`config.mk`:
```
export PLATFORM = sky130hd
export DESIGN_NAME = icoi_top
export DESIGN_NICKNAME = d
export VERILOG_FILES = /design/src/shared/icoi_pkg.sv /design/src/shared/icoi_link_if.sv /design/src/rtl/icoi_insn_decode.sv /design/src/rtl/icoi_ctx_regs.sv /design/src/rtl/icoi_top.sv
export SDC_FILE = /design/constraint.sdc
export NUM_CORES = 1
export LEC_CHECK = 0
export BUFFER_PORTS_ARGS = -buffer_cell sky130_fd_sc_hd__buf_4
export CELL_PAD_IN_SITES_DETAIL_PLACEMENT = 1
export CELL_PAD_IN_SITES_GLOBAL_PLACEMENT = 1
export CORE_MARGIN = 8
export CORE_UTILIZATION = 35
export DETAILED_ROUTE_END_ITERATION = 8
export GPL_TIMING_DRIVEN = 0
export PLACE_DENSITY_LB_ADDON = 0.1
export REMOVE_ABC_BUFFERS = 1
export SLEW_MARGIN = 20
export SYNTH_ARGS = -nofsm -noshare
export SYNTH_HDL_FRONTEND = slang
export SYNTH_SLANG_ARGS = --single-unit
```
`constraint.sdc`:
```
create_clock -name clk_sys_i -period 5.7 [get_ports clk_sys_i]
set_clock_uncertainty 0.1 [all_clocks]
set_input_delay 0.57 -clock clk_sys_i [delete_from_list [all_inputs] [get_ports clk_sys_i]]
set_output_delay 0.57 -clock clk_sys_i [all_outputs]
set_load 0.005 [all_outputs]
```
`src/shared/icoi_pkg.sv`:
```
// Constants and types shared by the inter-node cache operation issue block.
`default_nettype none
package icoi_pkg;
    localparam int INSN_W    = 32;
    localparam int GR_W      = 64;
    localparam int PADDR_W   = 40;
    localparam int LINE_OFS_W = 5;
    localparam int NUM_PROC  = 4;
    localparam int PROC_W    = 2;
    localparam int SPACE_W   = 3;

    localparam int OPC_MSB   = 31;
    localparam int OPC_LSB   = 26;
    localparam int SUB_MSB   = 20;
    localparam int SUB_LSB   = 16;
    localparam int S_MSB     = 15;
    localparam int S_LSB     = 14;
    localparam int K_MSB     = 13;
    localparam int K_LSB     = 12;
    localparam int H_MSB     = 11;
    localparam int H_LSB     = 10;
    localparam int BASE_SP_MSB = 63;
    localparam int BASE_SP_LSB = 62;

    localparam logic [5:0] MAJOR_OPC     = 6'h01;
    localparam logic [4:0] SUB_FLUSH     = 5'h02;
    localparam logic [4:0] SUB_PREF_SH   = 5'h04;
    localparam logic [4:0] SUB_PREF_EX   = 5'h06;
    localparam logic [1:0] FIXED_K_FIELD = 2'h3;
    localparam logic [1:0] HINT_NOCHK    = 2'h1;
    localparam logic [1:0] HINT_RD       = 2'h2;
    localparam logic [1:0] HINT_RDWR     = 2'h3;
    localparam logic [1:0] S_FROM_BASE   = 2'h0;

    localparam int CTX_ARMED_BIT = 63;
    localparam int CTX_TRIG_BIT  = 62;

    localparam logic [1:0] CSR_SEL_CTX     = 2'h0;
    localparam logic [1:0] CSR_SEL_FLUSH   = 2'h1;
    localparam logic [1:0] CSR_SEL_PREF_SH = 2'h2;
    localparam logic [1:0] CSR_SEL_PREF_EX = 2'h3;

    typedef enum logic [1:0] {
        ICOI_OP_NONE,
        ICOI_OP_FLUSH,
        ICOI_OP_PREF_SH,
        ICOI_OP_PREF_EX
    } icoi_op_t;
endpackage : icoi_pkg
`default_nettype wire

```
`src/shared/icoi_link_if.sv`:
```
// Decode results and context-register signals passed between block modules.
`timescale 1ns/1ps
`default_nettype none
interface icoi_link_if;
    import icoi_pkg::*;
    icoi_op_t           op;
    logic               is_op;
    logic               hint_ok;
    logic               chk_rd;
    logic               chk_wr;
    logic               spec_ok;
    logic [SPACE_W-1:0] space_sel;
    logic               sw_wr;
    logic [PROC_W-1:0]  sw_proc;
    logic               sw_armed;
    logic               sw_trig;
    logic               op_wr;
    logic [PROC_W-1:0]  op_proc;
    logic               tlb_inval;
    logic [NUM_PROC-1:0] armed;
    logic [NUM_PROC-1:0] trig;
    logic               issue;

    modport dec_src (output op, is_op, hint_ok, chk_rd, chk_wr, spec_ok,
                     space_sel);
    modport ctx_side (input sw_wr, sw_proc, sw_armed, sw_trig, op_wr,
                      op_proc, tlb_inval, output armed, trig, issue);
    modport top_side (input op, is_op, hint_ok, chk_rd, chk_wr, spec_ok,
                      space_sel, armed, trig, issue,
                      output sw_wr, sw_proc, sw_armed, sw_trig, op_wr,
                      op_proc, tlb_inval);
endinterface : icoi_link_if
`default_nettype wire

```
`src/rtl/icoi_insn_decode.sv`:
```
// Field decoder for the three inter-node cache operation instructions.
`timescale 1ns/1ps
`default_nettype none
module icoi_insn_decode
    import icoi_pkg::*;
(
    input  wire logic [INSN_W-1:0] insn_i,
    input  wire logic [1:0]        base_space_i,
    icoi_link_if.dec_src           dec
);
    function automatic icoi_op_t sub_to_op(input logic [4:0] sub);
        if (sub == SUB_FLUSH) begin
            return ICOI_OP_FLUSH;
        end else if (sub == SUB_PREF_SH) begin
            return ICOI_OP_PREF_SH;
        end else if (sub == SUB_PREF_EX) begin
            return ICOI_OP_PREF_EX;
        end else begin
            return ICOI_OP_NONE;
        end
    endfunction : sub_to_op

    logic [1:0] hint;
    logic [1:0] s_fld;
    logic       is_flush;

    always_comb begin
        hint     = insn_i[H_MSB:H_LSB];
        s_fld    = insn_i[S_MSB:S_LSB];
        dec.op   = sub_to_op(insn_i[SUB_MSB:SUB_LSB]);
        is_flush = (dec.op == ICOI_OP_FLUSH);
        dec.is_op = (insn_i[OPC_MSB:OPC_LSB] == MAJOR_OPC)
                    && (insn_i[K_MSB:K_LSB] == FIXED_K_FIELD)
                    && (dec.op != ICOI_OP_NONE);
        // Hint values with no defined meaning are refused as illegal.
        dec.hint_ok = is_flush ? (hint != 2'h0)
                               : (hint == HINT_RD || hint == HINT_RDWR);
        // Flush hint 1 checks nothing; hint 2 reads; hint 3 reads and writes.
        dec.chk_rd = (hint == HINT_RD) || (hint == HINT_RDWR);
        dec.chk_wr = (hint == HINT_RDWR);
        dec.spec_ok = is_flush ? (hint == HINT_NOCHK || hint == HINT_RD)
                               : (hint == HINT_RD);
        // A zero space field takes the space register from the base value.
        dec.space_sel = (s_fld == S_FROM_BASE) ? {1'b1, base_space_i}
                                               : {1'b0, s_fld};
    end
endmodule : icoi_insn_decode
`default_nettype wire

```
`src/rtl/icoi_ctx_regs.sv`:
```
// Armed and triggered flags of the four per-processor operation contexts.
`timescale 1ns/1ps
`default_nettype none
module icoi_ctx_regs
    import icoi_pkg::*;
(
    input  wire logic      clk_sys_i,
    input  wire logic      rst_i,
    icoi_link_if.ctx_side  ctx
);
    logic [NUM_PROC-1:0] armed_reg;
    logic [NUM_PROC-1:0] trig_reg;

    assign ctx.armed = armed_reg;
    assign ctx.trig  = trig_reg;
    assign ctx.issue = ctx.op_wr && armed_reg[ctx.op_proc];

    genvar p;
    generate
        for (p = 0; p < NUM_PROC; p++) begin : g_ctx
            logic armed_next;
            logic trig_next;
            always_comb begin
                armed_next = armed_reg[p];
                trig_next  = trig_reg[p];
                if (ctx.op_wr && ctx.op_proc == PROC_W'(p)) begin
                    if (!armed_reg[p]) begin
                        trig_next = 1'b0;
                    end else if (!trig_reg[p]) begin
                        trig_next  = 1'b1;
                        armed_next = 1'b0;
                    end
                end
                // An invalidate leaves only the fully set pair standing.
                if (ctx.tlb_inval && !(armed_next && trig_next)) begin
                    armed_next = 1'b0;
                    trig_next  = 1'b0;
                end
                // Software writes the flags outright and wins the cycle.
                if (ctx.sw_wr && ctx.sw_proc == PROC_W'(p)) begin
                    armed_next = ctx.sw_armed;
                    trig_next  = ctx.sw_trig;
                end
            end
            always_ff @(posedge clk_sys_i) begin
                if (rst_i) begin
                    armed_reg[p] <= 1'b0;
                    trig_reg[p]  <= 1'b0;
                end else begin
                    armed_reg[p] <= armed_next;
                    trig_reg[p]  <= trig_next;
                end
            end
        end
    endgenerate

    property p_arm_trigger;
        @(posedge clk_sys_i) disable iff (rst_i)
        (ctx.op_wr && armed_reg[ctx.op_proc] && !trig_reg[ctx.op_proc]
         && !ctx.sw_wr && !ctx.tlb_inval)
        |=> trig_reg[$past(ctx.op_proc)] && !armed_reg[$past(ctx.op_proc)];
    endproperty
    a_arm_trigger: assert property (p_arm_trigger)
        else $error("armed write did not trigger");

    property p_unarmed_clear;
        @(posedge clk_sys_i) disable iff (rst_i)
        (ctx.op_wr && !armed_reg[ctx.op_proc] && !ctx.sw_wr)
        |=> !trig_reg[$past(ctx.op_proc)] && !armed_reg[$past(ctx.op_proc)];
    endproperty
    a_unarmed_clear: assert property (p_unarmed_clear)
        else $error("unarmed write left triggered set");

    property p_inval_disarm;
        @(posedge clk_sys_i) disable iff (rst_i)
        (ctx.tlb_inval && armed_reg[0] && !trig_reg[0] && !ctx.sw_wr
         && !ctx.op_wr)
        |=> !armed_reg[0] && !trig_reg[0];
    endproperty
    a_inval_disarm: assert property (p_inval_disarm)
        else $error("invalidate did not disarm context");

    cover property (@(posedge clk_sys_i) disable iff (rst_i)
        ctx.tlb_inval && armed_reg[0] && !trig_reg[0]);
endmodule : icoi_ctx_regs
`default_nettype wire

```
`src/rtl/icoi_top.sv`:
```
// Decodes and issues inter-node cache flush and prefetch operations.
`timescale 1ns/1ps
`default_nettype none
module icoi_top
    import icoi_pkg::*;
(
    input  wire logic               clk_sys_i,
    input  wire logic               rst_i,
    input  wire logic               insn_valid_i,
    output logic                    insn_ready_o,
    input  wire logic [INSN_W-1:0]  insn_word_i,
    input  wire logic [GR_W-1:0]    insn_base_i,
    input  wire logic               insn_spec_i,
    input  wire logic               psw_xlat_en_i,
    input  wire logic               diag_op_enable_i,
    output logic                    xlat_req_o,
    output logic [SPACE_W-1:0]      xlat_space_sel_o,
    output logic [GR_W-1:0]         xlat_offset_o,
    output logic                    xlat_chk_rd_o,
    output logic                    xlat_chk_wr_o,
    input  wire logic               xlat_done_i,
    input  wire logic               xlat_miss_i,
    input  wire logic               xlat_rights_fail_i,
    input  wire logic [PADDR_W-1:0] xlat_paddr_i,
    output logic                    trap_illegal_o,
    output logic                    trap_tlb_miss_o,
    output logic                    trap_rights_o,
    output logic                    insn_defer_o,
    input  wire logic               csr_wr_i,
    output logic                    csr_ready_o,
    input  wire logic [PROC_W-1:0]  csr_proc_i,
    input  wire logic [1:0]         csr_sel_i,
    input  wire logic [GR_W-1:0]    csr_wdata_i,
    input  wire logic               csr_rd_i,
    output logic [GR_W-1:0]         csr_rdata_o,
    input  wire logic               tlb_inval_i,
    output logic                    coh_req_valid_o,
    input  wire logic               coh_req_ready_i,
    output logic [1:0]              coh_req_op_o,
    output logic [PADDR_W-1:0]      coh_req_addr_o
);
    typedef enum logic [1:0] {ST_IDLE, ST_XLAT, ST_ISSUE} icoi_state_t;

    function automatic logic [PADDR_W-1:0] line_align(
        input logic [PADDR_W-1:0] a);
        return {a[PADDR_W-1:LINE_OFS_W], {LINE_OFS_W{1'b0}}};
    endfunction : line_align

    function automatic icoi_op_t sel_to_op(input logic [1:0] sel);
        if (sel == CSR_SEL_FLUSH) begin
            return ICOI_OP_FLUSH;
        end else if (sel == CSR_SEL_PREF_SH) begin
            return ICOI_OP_PREF_SH;
        end else if (sel == CSR_SEL_PREF_EX) begin
            return ICOI_OP_PREF_EX;
        end else begin
            return ICOI_OP_NONE;
        end
    endfunction : sel_to_op

    icoi_link_if link ();

    icoi_insn_decode u_decode (
        .insn_i       (insn_word_i),
        .base_space_i (insn_base_i[BASE_SP_MSB:BASE_SP_LSB]),
        .dec          (link.dec_src)
    );

    icoi_ctx_regs u_ctx (
        .clk_sys_i (clk_sys_i),
        .rst_i     (rst_i),
        .ctx       (link.ctx_side)
    );

    icoi_state_t        state_reg;
    icoi_op_t           op_reg;
    logic [PADDR_W-1:0] paddr_reg;
    logic [SPACE_W-1:0] space_reg;
    logic [GR_W-1:0]    offset_reg;
    logic               chk_rd_reg;
    logic               chk_wr_reg;
    logic               trap_ill_reg;
    logic               trap_miss_reg;
    logic               trap_rights_reg;
    logic               defer_reg;
    logic               coh_valid_reg;
    icoi_op_t           coh_op_reg;
    logic [PADDR_W-1:0] coh_addr_reg;
    logic [GR_W-1:0]    rdata_reg;
    logic               insn_take;
    logic               insn_go;
    logic               insn_load;
    logic               csr_is_op;

    // No privilege input is consulted: any level may issue once enabled.
    assign insn_ready_o = (state_reg == ST_IDLE);
    assign insn_take    = insn_valid_i && insn_ready_o;
    assign insn_go      = insn_take && link.is_op && diag_op_enable_i
                          && link.hint_ok
                          && !(insn_spec_i && !link.spec_ok);
    assign insn_load    = (state_reg == ST_ISSUE) && !coh_valid_reg;
    assign xlat_req_o   = (state_reg == ST_XLAT);

    // The register path only takes an operation write while the request slot is idle,
    // so a held write back-pressures the core instead of being dropped.
    assign csr_is_op   = (csr_sel_i != CSR_SEL_CTX);
    assign csr_ready_o = !csr_is_op
                         || (!coh_valid_reg && state_reg != ST_ISSUE);

    assign link.sw_wr     = csr_wr_i && !csr_is_op;
    assign link.sw_proc   = csr_proc_i;
    assign link.sw_armed  = csr_wdata_i[CTX_ARMED_BIT];
    assign link.sw_trig   = csr_wdata_i[CTX_TRIG_BIT];
    assign link.op_wr     = csr_wr_i && csr_is_op && csr_ready_o;
    assign link.op_proc   = csr_proc_i;
    assign link.tlb_inval = tlb_inval_i;

    always_ff @(posedge clk_sys_i) begin
        if (rst_i) begin
            state_reg <= ST_IDLE;
        end else begin
            case (state_reg)
                ST_IDLE: begin
                    if (insn_go) begin
                        state_reg <= psw_xlat_en_i ? ST_XLAT : ST_ISSUE;
                    end
                end
                ST_XLAT: begin
                    if (xlat_done_i) begin
                        state_reg <= (xlat_miss_i || xlat_rights_fail_i)
                                     ? ST_IDLE : ST_ISSUE;
                    end
                end
                ST_ISSUE: begin
                    if (insn_load) begin
                        state_reg <= ST_IDLE;
                    end
                end
                default: state_reg <= ST_IDLE;
            endcase
        end
    end

    always_ff @(posedge clk_sys_i) begin
        if (rst_i) begin
            op_reg     <= ICOI_OP_NONE;
            paddr_reg  <= '0;
            space_reg  <= '0;
            offset_reg <= '0;
            chk_rd_reg <= 1'b0;
            chk_wr_reg <= 1'b0;
        end else if (insn_go) begin
            op_reg     <= link.op;
            offset_reg <= insn_base_i;
            space_reg  <= link.space_sel;
            chk_rd_reg <= link.chk_rd;
            chk_wr_reg <= link.chk_wr;
            // With translation off the offset is the absolute address.
            paddr_reg  <= insn_base_i[PADDR_W-1:0];
        end else if (state_reg == ST_XLAT && xlat_done_i) begin
            paddr_reg  <= xlat_paddr_i;
        end
    end

    assign xlat_space_sel_o = space_reg;
    assign xlat_offset_o    = offset_reg;
    assign xlat_chk_rd_o    = chk_rd_reg;
    assign xlat_chk_wr_o    = chk_wr_reg;

    always_ff @(posedge clk_sys_i) begin
        if (rst_i) begin
            trap_ill_reg    <= 1'b0;
            trap_miss_reg   <= 1'b0;
            trap_rights_reg <= 1'b0;
            defer_reg       <= 1'b0;
        end else begin
            trap_ill_reg    <= insn_take && link.is_op
                               && (!diag_op_enable_i || !link.hint_ok);
            defer_reg       <= insn_take && link.is_op && diag_op_enable_i
                               && link.hint_ok && insn_spec_i
                               && !link.spec_ok;
            trap_miss_reg   <= (state_reg == ST_XLAT) && xlat_done_i
                               && xlat_miss_i;
            trap_rights_reg <= (state_reg == ST_XLAT) && xlat_done_i
                               && !xlat_miss_i && xlat_rights_fail_i;
        end
    end

    assign trap_illegal_o  = trap_ill_reg;
    assign trap_tlb_miss_o = trap_miss_reg;
    assign trap_rights_o   = trap_rights_reg;
    assign insn_defer_o    = defer_reg;

    // Low address bits are dropped since software aligns the base anyway.
    always_ff @(posedge clk_sys_i) begin
        if (rst_i) begin
            coh_valid_reg <= 1'b0;
            coh_op_reg    <= ICOI_OP_NONE;
            coh_addr_reg  <= '0;
        end else if (insn_load) begin
            coh_valid_reg <= 1'b1;
            coh_op_reg    <= op_reg;
            coh_addr_reg  <= line_align(paddr_reg);
        end else if (link.issue) begin
            coh_valid_reg <= 1'b1;
            coh_op_reg    <= sel_to_op(csr_sel_i);
            coh_addr_reg  <= line_align(csr_wdata_i[PADDR_W-1:0]);
        end else if (coh_valid_reg && coh_req_ready_i) begin
            coh_valid_reg <= 1'b0;
        end
    end

    assign coh_req_valid_o = coh_valid_reg;
    assign coh_req_op_o    = coh_op_reg;
    assign coh_req_addr_o  = coh_addr_reg;

    always_ff @(posedge clk_sys_i) begin
        if (rst_i) begin
            rdata_reg <= '0;
        end else if (csr_rd_i) begin
            rdata_reg <= '0;
            rdata_reg[CTX_ARMED_BIT] <= link.armed[csr_proc_i];
            rdata_reg[CTX_TRIG_BIT]  <= link.trig[csr_proc_i];
        end
    end

    assign csr_rdata_o = rdata_reg;

    property p_illegal_when_disabled;
        @(posedge clk_sys_i) disable iff (rst_i)
        (insn_take && link.is_op && !diag_op_enable_i && !link.op_wr)
        |=> trap_illegal_o ##1 !coh_req_valid_o || $stable(coh_req_addr_o);
    endproperty
    a_illegal_when_disabled: assert property (p_illegal_when_disabled)
        else $error("disabled operation did not trap");

    property p_spec_refused;
        @(posedge clk_sys_i) disable iff (rst_i)
        (insn_take && link.is_op && diag_op_enable_i && link.hint_ok
         && insn_spec_i && !link.spec_ok)
        |=> insn_defer_o && state_reg == ST_IDLE;
    endproperty
    a_spec_refused: assert property (p_spec_refused)
        else $error("forbidden speculation was not deferred");

    property p_abs_issue;
        @(posedge clk_sys_i) disable iff (rst_i)
        (insn_go && !psw_xlat_en_i && !coh_valid_reg && !link.op_wr)
        |=> ##1 coh_req_valid_o && coh_req_addr_o
            == line_align($past(insn_base_i[PADDR_W-1:0], 2));
    endproperty
    a_abs_issue: assert property (p_abs_issue)
        else $error("absolute address not issued two cycles later");

    property p_miss_trap;
        @(posedge clk_sys_i) disable iff (rst_i)
        (state_reg == ST_XLAT && xlat_done_i && xlat_miss_i)
        |=> trap_tlb_miss_o && !trap_rights_o && state_reg == ST_IDLE;
    endproperty
    a_miss_trap: assert property (p_miss_trap)
        else $error("translation miss did not trap");

    property p_req_hold;
        @(posedge clk_sys_i) disable iff (rst_i)
        (coh_req_valid_o && !coh_req_ready_i)
        |=> coh_req_valid_o && $stable(coh_req_addr_o) && $stable(coh_req_op_o);
    endproperty
    a_req_hold: assert property (p_req_hold)
        else $error("request changed while stalled");

    property p_csr_issue;
        @(posedge clk_sys_i) disable iff (rst_i)
        link.issue |=> coh_req_valid_o
            && coh_req_addr_o == line_align($past(csr_wdata_i[PADDR_W-1:0]));
    endproperty
    a_csr_issue: assert property (p_csr_issue)
        else $error("armed register write did not issue");

    property p_line_aligned;
        @(posedge clk_sys_i) disable iff (rst_i)
        coh_req_valid_o |-> coh_req_addr_o[LINE_OFS_W-1:0] == '0;
    endproperty
    a_line_aligned: assert property (p_line_aligned)
        else $error("request address not line aligned");

    cover property (@(posedge clk_sys_i) disable iff (rst_i)
        state_reg == ST_XLAT ##[1:20] insn_load);
    cover property (@(posedge clk_sys_i) disable iff (rst_i)
        link.issue && csr_sel_i == CSR_SEL_PREF_EX);
    cover property (@(posedge clk_sys_i) disable iff (rst_i)
        trap_illegal_o);
endmodule : icoi_top
`default_nettype wire

```
Word level (Yosys, flattened, before mapping)
Cells that the tools add are included.

operators by class
  magnitude comparators = 1
  equal/unequal tests = 21
  multiplexer cells = 64
  reduce and logical (&&, ||, !) cells = 64

operators by type and width
  kind                  number
  $mux W40              4
  $mux W1               43
  $logic_and A1 B1 Y1   38
  $mux W2               13
  $eq A2 B2 Y1 const B  8
  $logic_not A1 Y1      11
  $eq A2 B1 Y1 const B  5
  $eq A5 B3 Y1 const B  2
  $reduce_bool A2 Y1    5
  $eq A6 B1 Y1 const B  1
  $logic_not A2 Y1      3
  $pmux W2 S3           1
  $eq A5 B2 Y1 const B  1
  $logic_or A1 B1 Y1    5
  $bmux W1 S2           2
  $ne A2 B1 Y1 const B  2
  $ne A2 B2 Y1 const B  2
  $lt A2 B3 Y1 const B  1
  $mux W3               1
  $reduce_and A3 Y1     1
  $reduce_bool A3 Y1    1

storage, ports and cells
  bits in registers = 165
  input port bits = 217
  output and inout bits = 183

Logic depth before layout (Yosys ltp)
  depth after elaboration = 12
  mapped depth = 10

By module
Synthesis repeated with hierarchy kept, for this count alone.

unflattened totals
  cells, all modules = 862
  area total of the unflattened synthesis = 7,886.3 um^2

modules (own cells, without submodules)
  module            times used  cells each  area each (um^2)  seq. area each (um^2)
  icoi_top          1           785         7,252.0           3,042.9
  icoi_ctx_regs     1           55          479.2             160.2
  icoi_insn_decode  1           22          155.1             0.0

Worst setup path after synthesis
No wires, ideal clock.

  kind = input -> register
  start = in insn_word_i[20]
  end = reg offset_reg[47] (netlist: xlat_offset_o[47])
  setup time = 0.132 ns
  arrival = 1.989 ns
  data required time = 5.468 ns
  slack = 3.479 ns
  stages on the path = 7
  path buffers = 2
  cells stage by stage = or3_4 > nor4_4 > nand4_2 > buf_2 > clkbuf_1 > o21ai_0 > a21oi_1

on the way
  cells in the longest elaborated chain, start to end = 10
  elaborated cells on any way between the ends = 18

ends and longest elaborated chain
  element                                                  RTL line                                        RTL
  start, declared                                          icoi_top.sv:11                                  input wire logic [INSN_W-1:0] insn_word_i,
  $eq A5 B3 Y1                                             icoi_insn_decode.sv:16                          end else if (sub == SUB_PREF_EX) begin
  $mux W2                                                  icoi_insn_decode.sv:16
  $mux W2                                                  icoi_insn_decode.sv:14                          end else if (sub == SUB_PREF_SH) begin
  $mux W2 *                                                icoi_insn_decode.sv:12                          if (sub == SUB_FLUSH) begin
  $eq A2 B1 Y1 or $reduce_bool A2 Y1 (tied branches)       icoi_insn_decode.sv:31, icoi_insn_decode.sv:34
  $mux W1 or $logic_and A1 B1 Y1 (tied branches)           icoi_insn_decode.sv:41, icoi_insn_decode.sv:34
  $logic_not A1 Y1 or $logic_and A1 B1 Y1 (tied branches)  icoi_top.sv:100, icoi_top.sv:98
  $logic_and A1 B1 Y1 (on tied branches)                   icoi_top.sv:100, icoi_top.sv:98
  $logic_not A1 Y1 or $logic_and A1 B1 Y1 (tied branches)  icoi_top.sv:100, icoi_top.sv:99
  $logic_and A1 B1 Y1 *                                    icoi_top.sv:100                                 && !(insn_spec_i && !link.spec_ok);
  end signal, assigned                                     icoi_top.sv:154                                 offset_reg <= insn_base_i;
  end, declared                                            icoi_top.sv:79                                  logic [GR_W-1:0] offset_reg;

Mark *: on every way between the ends. The rest lies on a longest branch, timed or not.
A chain may end at the register's enable or synchronous reset.

Final worst setup path
  start = reg state_reg[1]
  end = reg paddr_reg[24]

on the way
  cells in the longest elaborated chain, start to end = 7
  elaborated cells on any way between the ends = 10

ends and longest elaborated chain
  element                                         RTL line         RTL
  start, declared                                 icoi_top.sv:75   icoi_state_t state_reg;
  start signal, assigned                          icoi_top.sv:125  state_reg <= psw_xlat_en_i ? ST_XLAT : ST_ISSUE;
  start signal, assigned                          icoi_top.sv:130  state_reg <= (xlat_miss_i || xlat_rights_fail_i)
  $logic_not A2 Y1                                icoi_top.sv:96   assign insn_ready_o = (state_reg == ST_IDLE);
  $logic_and A1 B1 Y1                             icoi_top.sv:97   assign insn_take = insn_valid_i && insn_ready_o;
  $logic_and A1 B1 Y1 (2 in series)               icoi_top.sv:98   assign insn_go = insn_take && link.is_op && diag_op_enable_i
  $logic_and A1 B1 Y1                             icoi_top.sv:99   && link.hint_ok
  $logic_and A1 B1 Y1                             icoi_top.sv:100
  $mux W40 or $reduce_bool A2 Y1 (tied branches)  n/a
  end signal, assigned                            icoi_top.sv:159  paddr_reg <= insn_base_i[PADDR_W-1:0];
  end signal, assigned                            icoi_top.sv:161  paddr_reg <= xlat_paddr_i;
  end, declared                                   icoi_top.sv:77   logic [PADDR_W-1:0] paddr_reg;

Parallel ways exist; a longest one is shown, timed or not.

==> results by group <==
Synthesis
  – Cells after synthesis: about 840
  – Yosys synthesis warning count: 0
  – Number of synthesized register bits: 160
  – Count of flip-flops with a built-in enable after synthesis: 0
  – Sequential area share after synthesis: a little over two fifths
  – Post-synthesis instance area: 7665 sq um
  – Number of distinct library cells after synthesis: 53
  – Async set-reset flop share out of synthesis: 0%
  – Average cell area after synthesis: 9.136 sq um
  – Top flip-flop cell by instance count after synthesis: dfxtp_1

Die
  – Standard cell core area: 21690 sq um
  – Starting utilization of the core area: 35.34%
  – Die area: roughly 27000 sq um
  – Die Width: roughly 160 um
  – Die extent in y: approximately 160 um
  – Rows: 54
  – Ports: 400

Drt
  – Initial DRC Count: 315
  – Met2 Wirelength: between 10000 and 15000 um
  – Met3 Wirelength: 2400 um
  – Number of routed nets with antenna violations: 0
  – Avg WL per Cell: between 15 and 20 um
  – Routed wire length: roughly 27000 um
  – Remaining DRCs: 0
  – TritonRoute pass-1 iters: 4
  – Top routing layer in use: met4
  – Routed length on met1: approximately 11000 um
  – Via-per-instance ratio: approximately 5.1
  – DR vias: 6967

STA
  – Final Critical Period: between 2 and 3 ns
  – Hold Violations, Final: 0
  – Worst slew pin tran: around 0.76 ns
  – Post-route worst hold slack: around 0.22 ns
  – Count of final max-slew check failures: 0
  – Max-slew headroom at the worst pin: 49.14%
  – Final number of setup-violating endpoints: 0
  – Unrepaired setup endpoints after global routing: no
  – Highest achievable clock rate: around 370 MHz
  – Fin crit share: around 47%

Setup path
  – Length in cells of the worst reg-to-reg path: 5
  – Capturing element type of the critical path: flop
  – Largest fanout of any net on the critical path: 39
  – Worst endpoint required time: between 5 and 6 ns
  – Kind of start point of the critical path: flop
  – Crit Reg-Reg Startpoint: state_reg[1]
  – Data arrival at the endpoint of the critical path: just under 3 ns
  – Capturing point of the worst reg2reg path: paddr_reg[24]
  – Flop2flop setup slack: around 3 ns
  – Critical path class: flop to flop

Clock tree
  – Post_cts resized: 0
  – Count of H-tree levels built during CTS: 4
  – Worst-Skew Late Latency: ~0.43 ns
  – Number of buffers between clock root and the deepest sink: 2
  – Post-CTS setup buffer count: 0
  – Number of hold buffers added after CTS: 0
  – Number of buffers inserted during clock tree synthesis: 17
  – Worst-path clk slew: 0.07 ns
  – CTS Root Cell: clkbuf_16
  – TritonCTS clock tree: built
  – Num Clock Sinks: 160

Cells and area
  – Non-filler cells, final: roughly 1400
  – Number of nets in the layout: around 1300
  – Most used cells in the layout excluding fill and tap cells: buf_4, dfxtp_1, a21oi_1, a211oi_1, mux2i_1
  – Fraction of layout instances using a drive strength above 1: between 30% and 40%
  – Area used by multi-input combinational logic: 3765 sq um
  – Fill cell total of the finished layout: 2566
  – Most frequent standard cell in the layout excluding fill and tap cells: buf_4
  – Core utilization of the finished layout: a little under half
  – Layout overhead on the synthesized area: 34.30%
  – Final design instance area without fill: slightly above 10000 sq um
  – Area taken by flip-flops and latches: 3203 sq um
  – Largest register FFs: 64

Job
  – Number of maximum-capacitance violations: 0

Global routing
  – Number of antenna violations at the first check in global routing: 1
  – Pin count of the biggest net entering global routing: 96
  – Total congestion overflow after global routing: 0
  – First-pass GRT wire length: between 40000 and 50000 um
  – Total Routing Usage GR: ~20%
  – Via count of the first global-routing pass: ~7300

Pwr
  – VDD IR max: around 190 uV
  – Power density over cell area: approximately 240 nW/um^2
  – Leak: about 4.3 nW
  – Power Total: ~0.0025 W

Place
  – Number of placed instances, taps included: roughly 1300
  – Detailed-placement wirelength estimate: about 19000 um
  – Gp weighted congestion: 0.7437
  – Placed Area: slightly below 10000 sq um
  – Number of buffer cells added on primary ports: between 200 and 300

Run status
  – Outcome: complete, no violations

Min path
  – Hold WC Path Type: primary input to flop
  – Endpoint of the worst hold path: trap_rights_o
  – Depth of the worst hold-timing path: 2
  – Launch instance of the worst min-delay path: xlat_miss_i
==> cell families (layout without fill, tap and decap cells) <==
group	Yosys count	count (layout)	share of synthesized area (%)
fa+ha+maj	3	3	0.4898
simple gates	202	202	14.89
other cells	1	68	0.04892
buf+inv	150	331	13.06
compound gates	247	247	19.46
flops	160	160	41.79
mux	76	76	10.27
==> how the worst max path moves through the flow <==
| stage | from | end | cells past startpoint |
|---|---|---|---|
| floorplan | state_reg[1] | coh_req_addr_o[10] | 5 |
| global placement | state_reg[1] | coh_req_addr_o[7] | 5 |
| detailed placement | insn_word_i[20] | paddr_reg[24] | 6 |
| CTS | state_reg[1] | paddr_reg[24] | 5 |
| global route | state_reg[1] | paddr_reg[11] | 5 |
| finish | state_reg[1] | paddr_reg[24] | 5 |
==> cell usage after synthesis, drive strengths merged, types with 4 or more instances <==
cell type	count	area share (%)
nor2	51	2.5
inv	7	0.34
a211oi	76	7.4
buf	110	11
nand2	7	0.44
o21ai	73	4.8
nor3b	36	3.5
mux2i	73	9.5
a21o	4	0.39
a21oi	80	5.2
nand2b	4	0.33
dfxtp	160	42
nand3	70	4.6
nor3	7	0.46
clkbuf	33	1.6
nor2b	6	0.49
==> critical path, stage by stage (launching register included) <==
cell	delay, ns
dfxtp_1	0.35
nor2_1	0.25
nor4b_2	0.45
and4_4	0.65
nand2_4	0.42
a211oi_1	0.35
==> metrics by stage <==
| step | TNS (ns) | setup slack, ns |
|---|---|---|
| after floorplan | 0 | 0.9837 |
| after global placement | -58.70 | -1.237 |
| after detailed placement | 0 | 2.679 |
| after CTS | 0 | 2.961 |
| after global routing | 0 | 2.756 |
| final | 0 | 2.999 |
==> cell type report <==
cell class,count,area share (%)
inverters,7,0.2553
diodes,1,0.02431
multi-input cells,595,36.57
well taps,280,3.403
repair buffers,293,22.85
clock buffers,18,4.266
flip-flops and latches,160,31.12
clock inverters,13,1.507
==> power breakdown <==
| part | switching, W | internal (W) | leakage, nW | total (W) |
|---|---|---|---|---|
| clock network | 0.000498 | 0.000664 | 0.275 | 0.00116 |
| registers | 0.00000146 | 0.00112 | 1.29 | 0.00112 |
| logic | 0.000109 | 0.000101 | 2.70 | 0.000210 |
| total | 0.000609 | 0.00188 | 4.26 | 0.00249 |
==> per-layer routing <==
layer / GRT usage, % / vias up
li1: - / 3384
met1: 22.66 / 3330
met2: 32.93 / 227
met3: 7.594 / 26
met4: 5.579 / 0
met5: 0 / -
(Power assumes the default switching activity.)
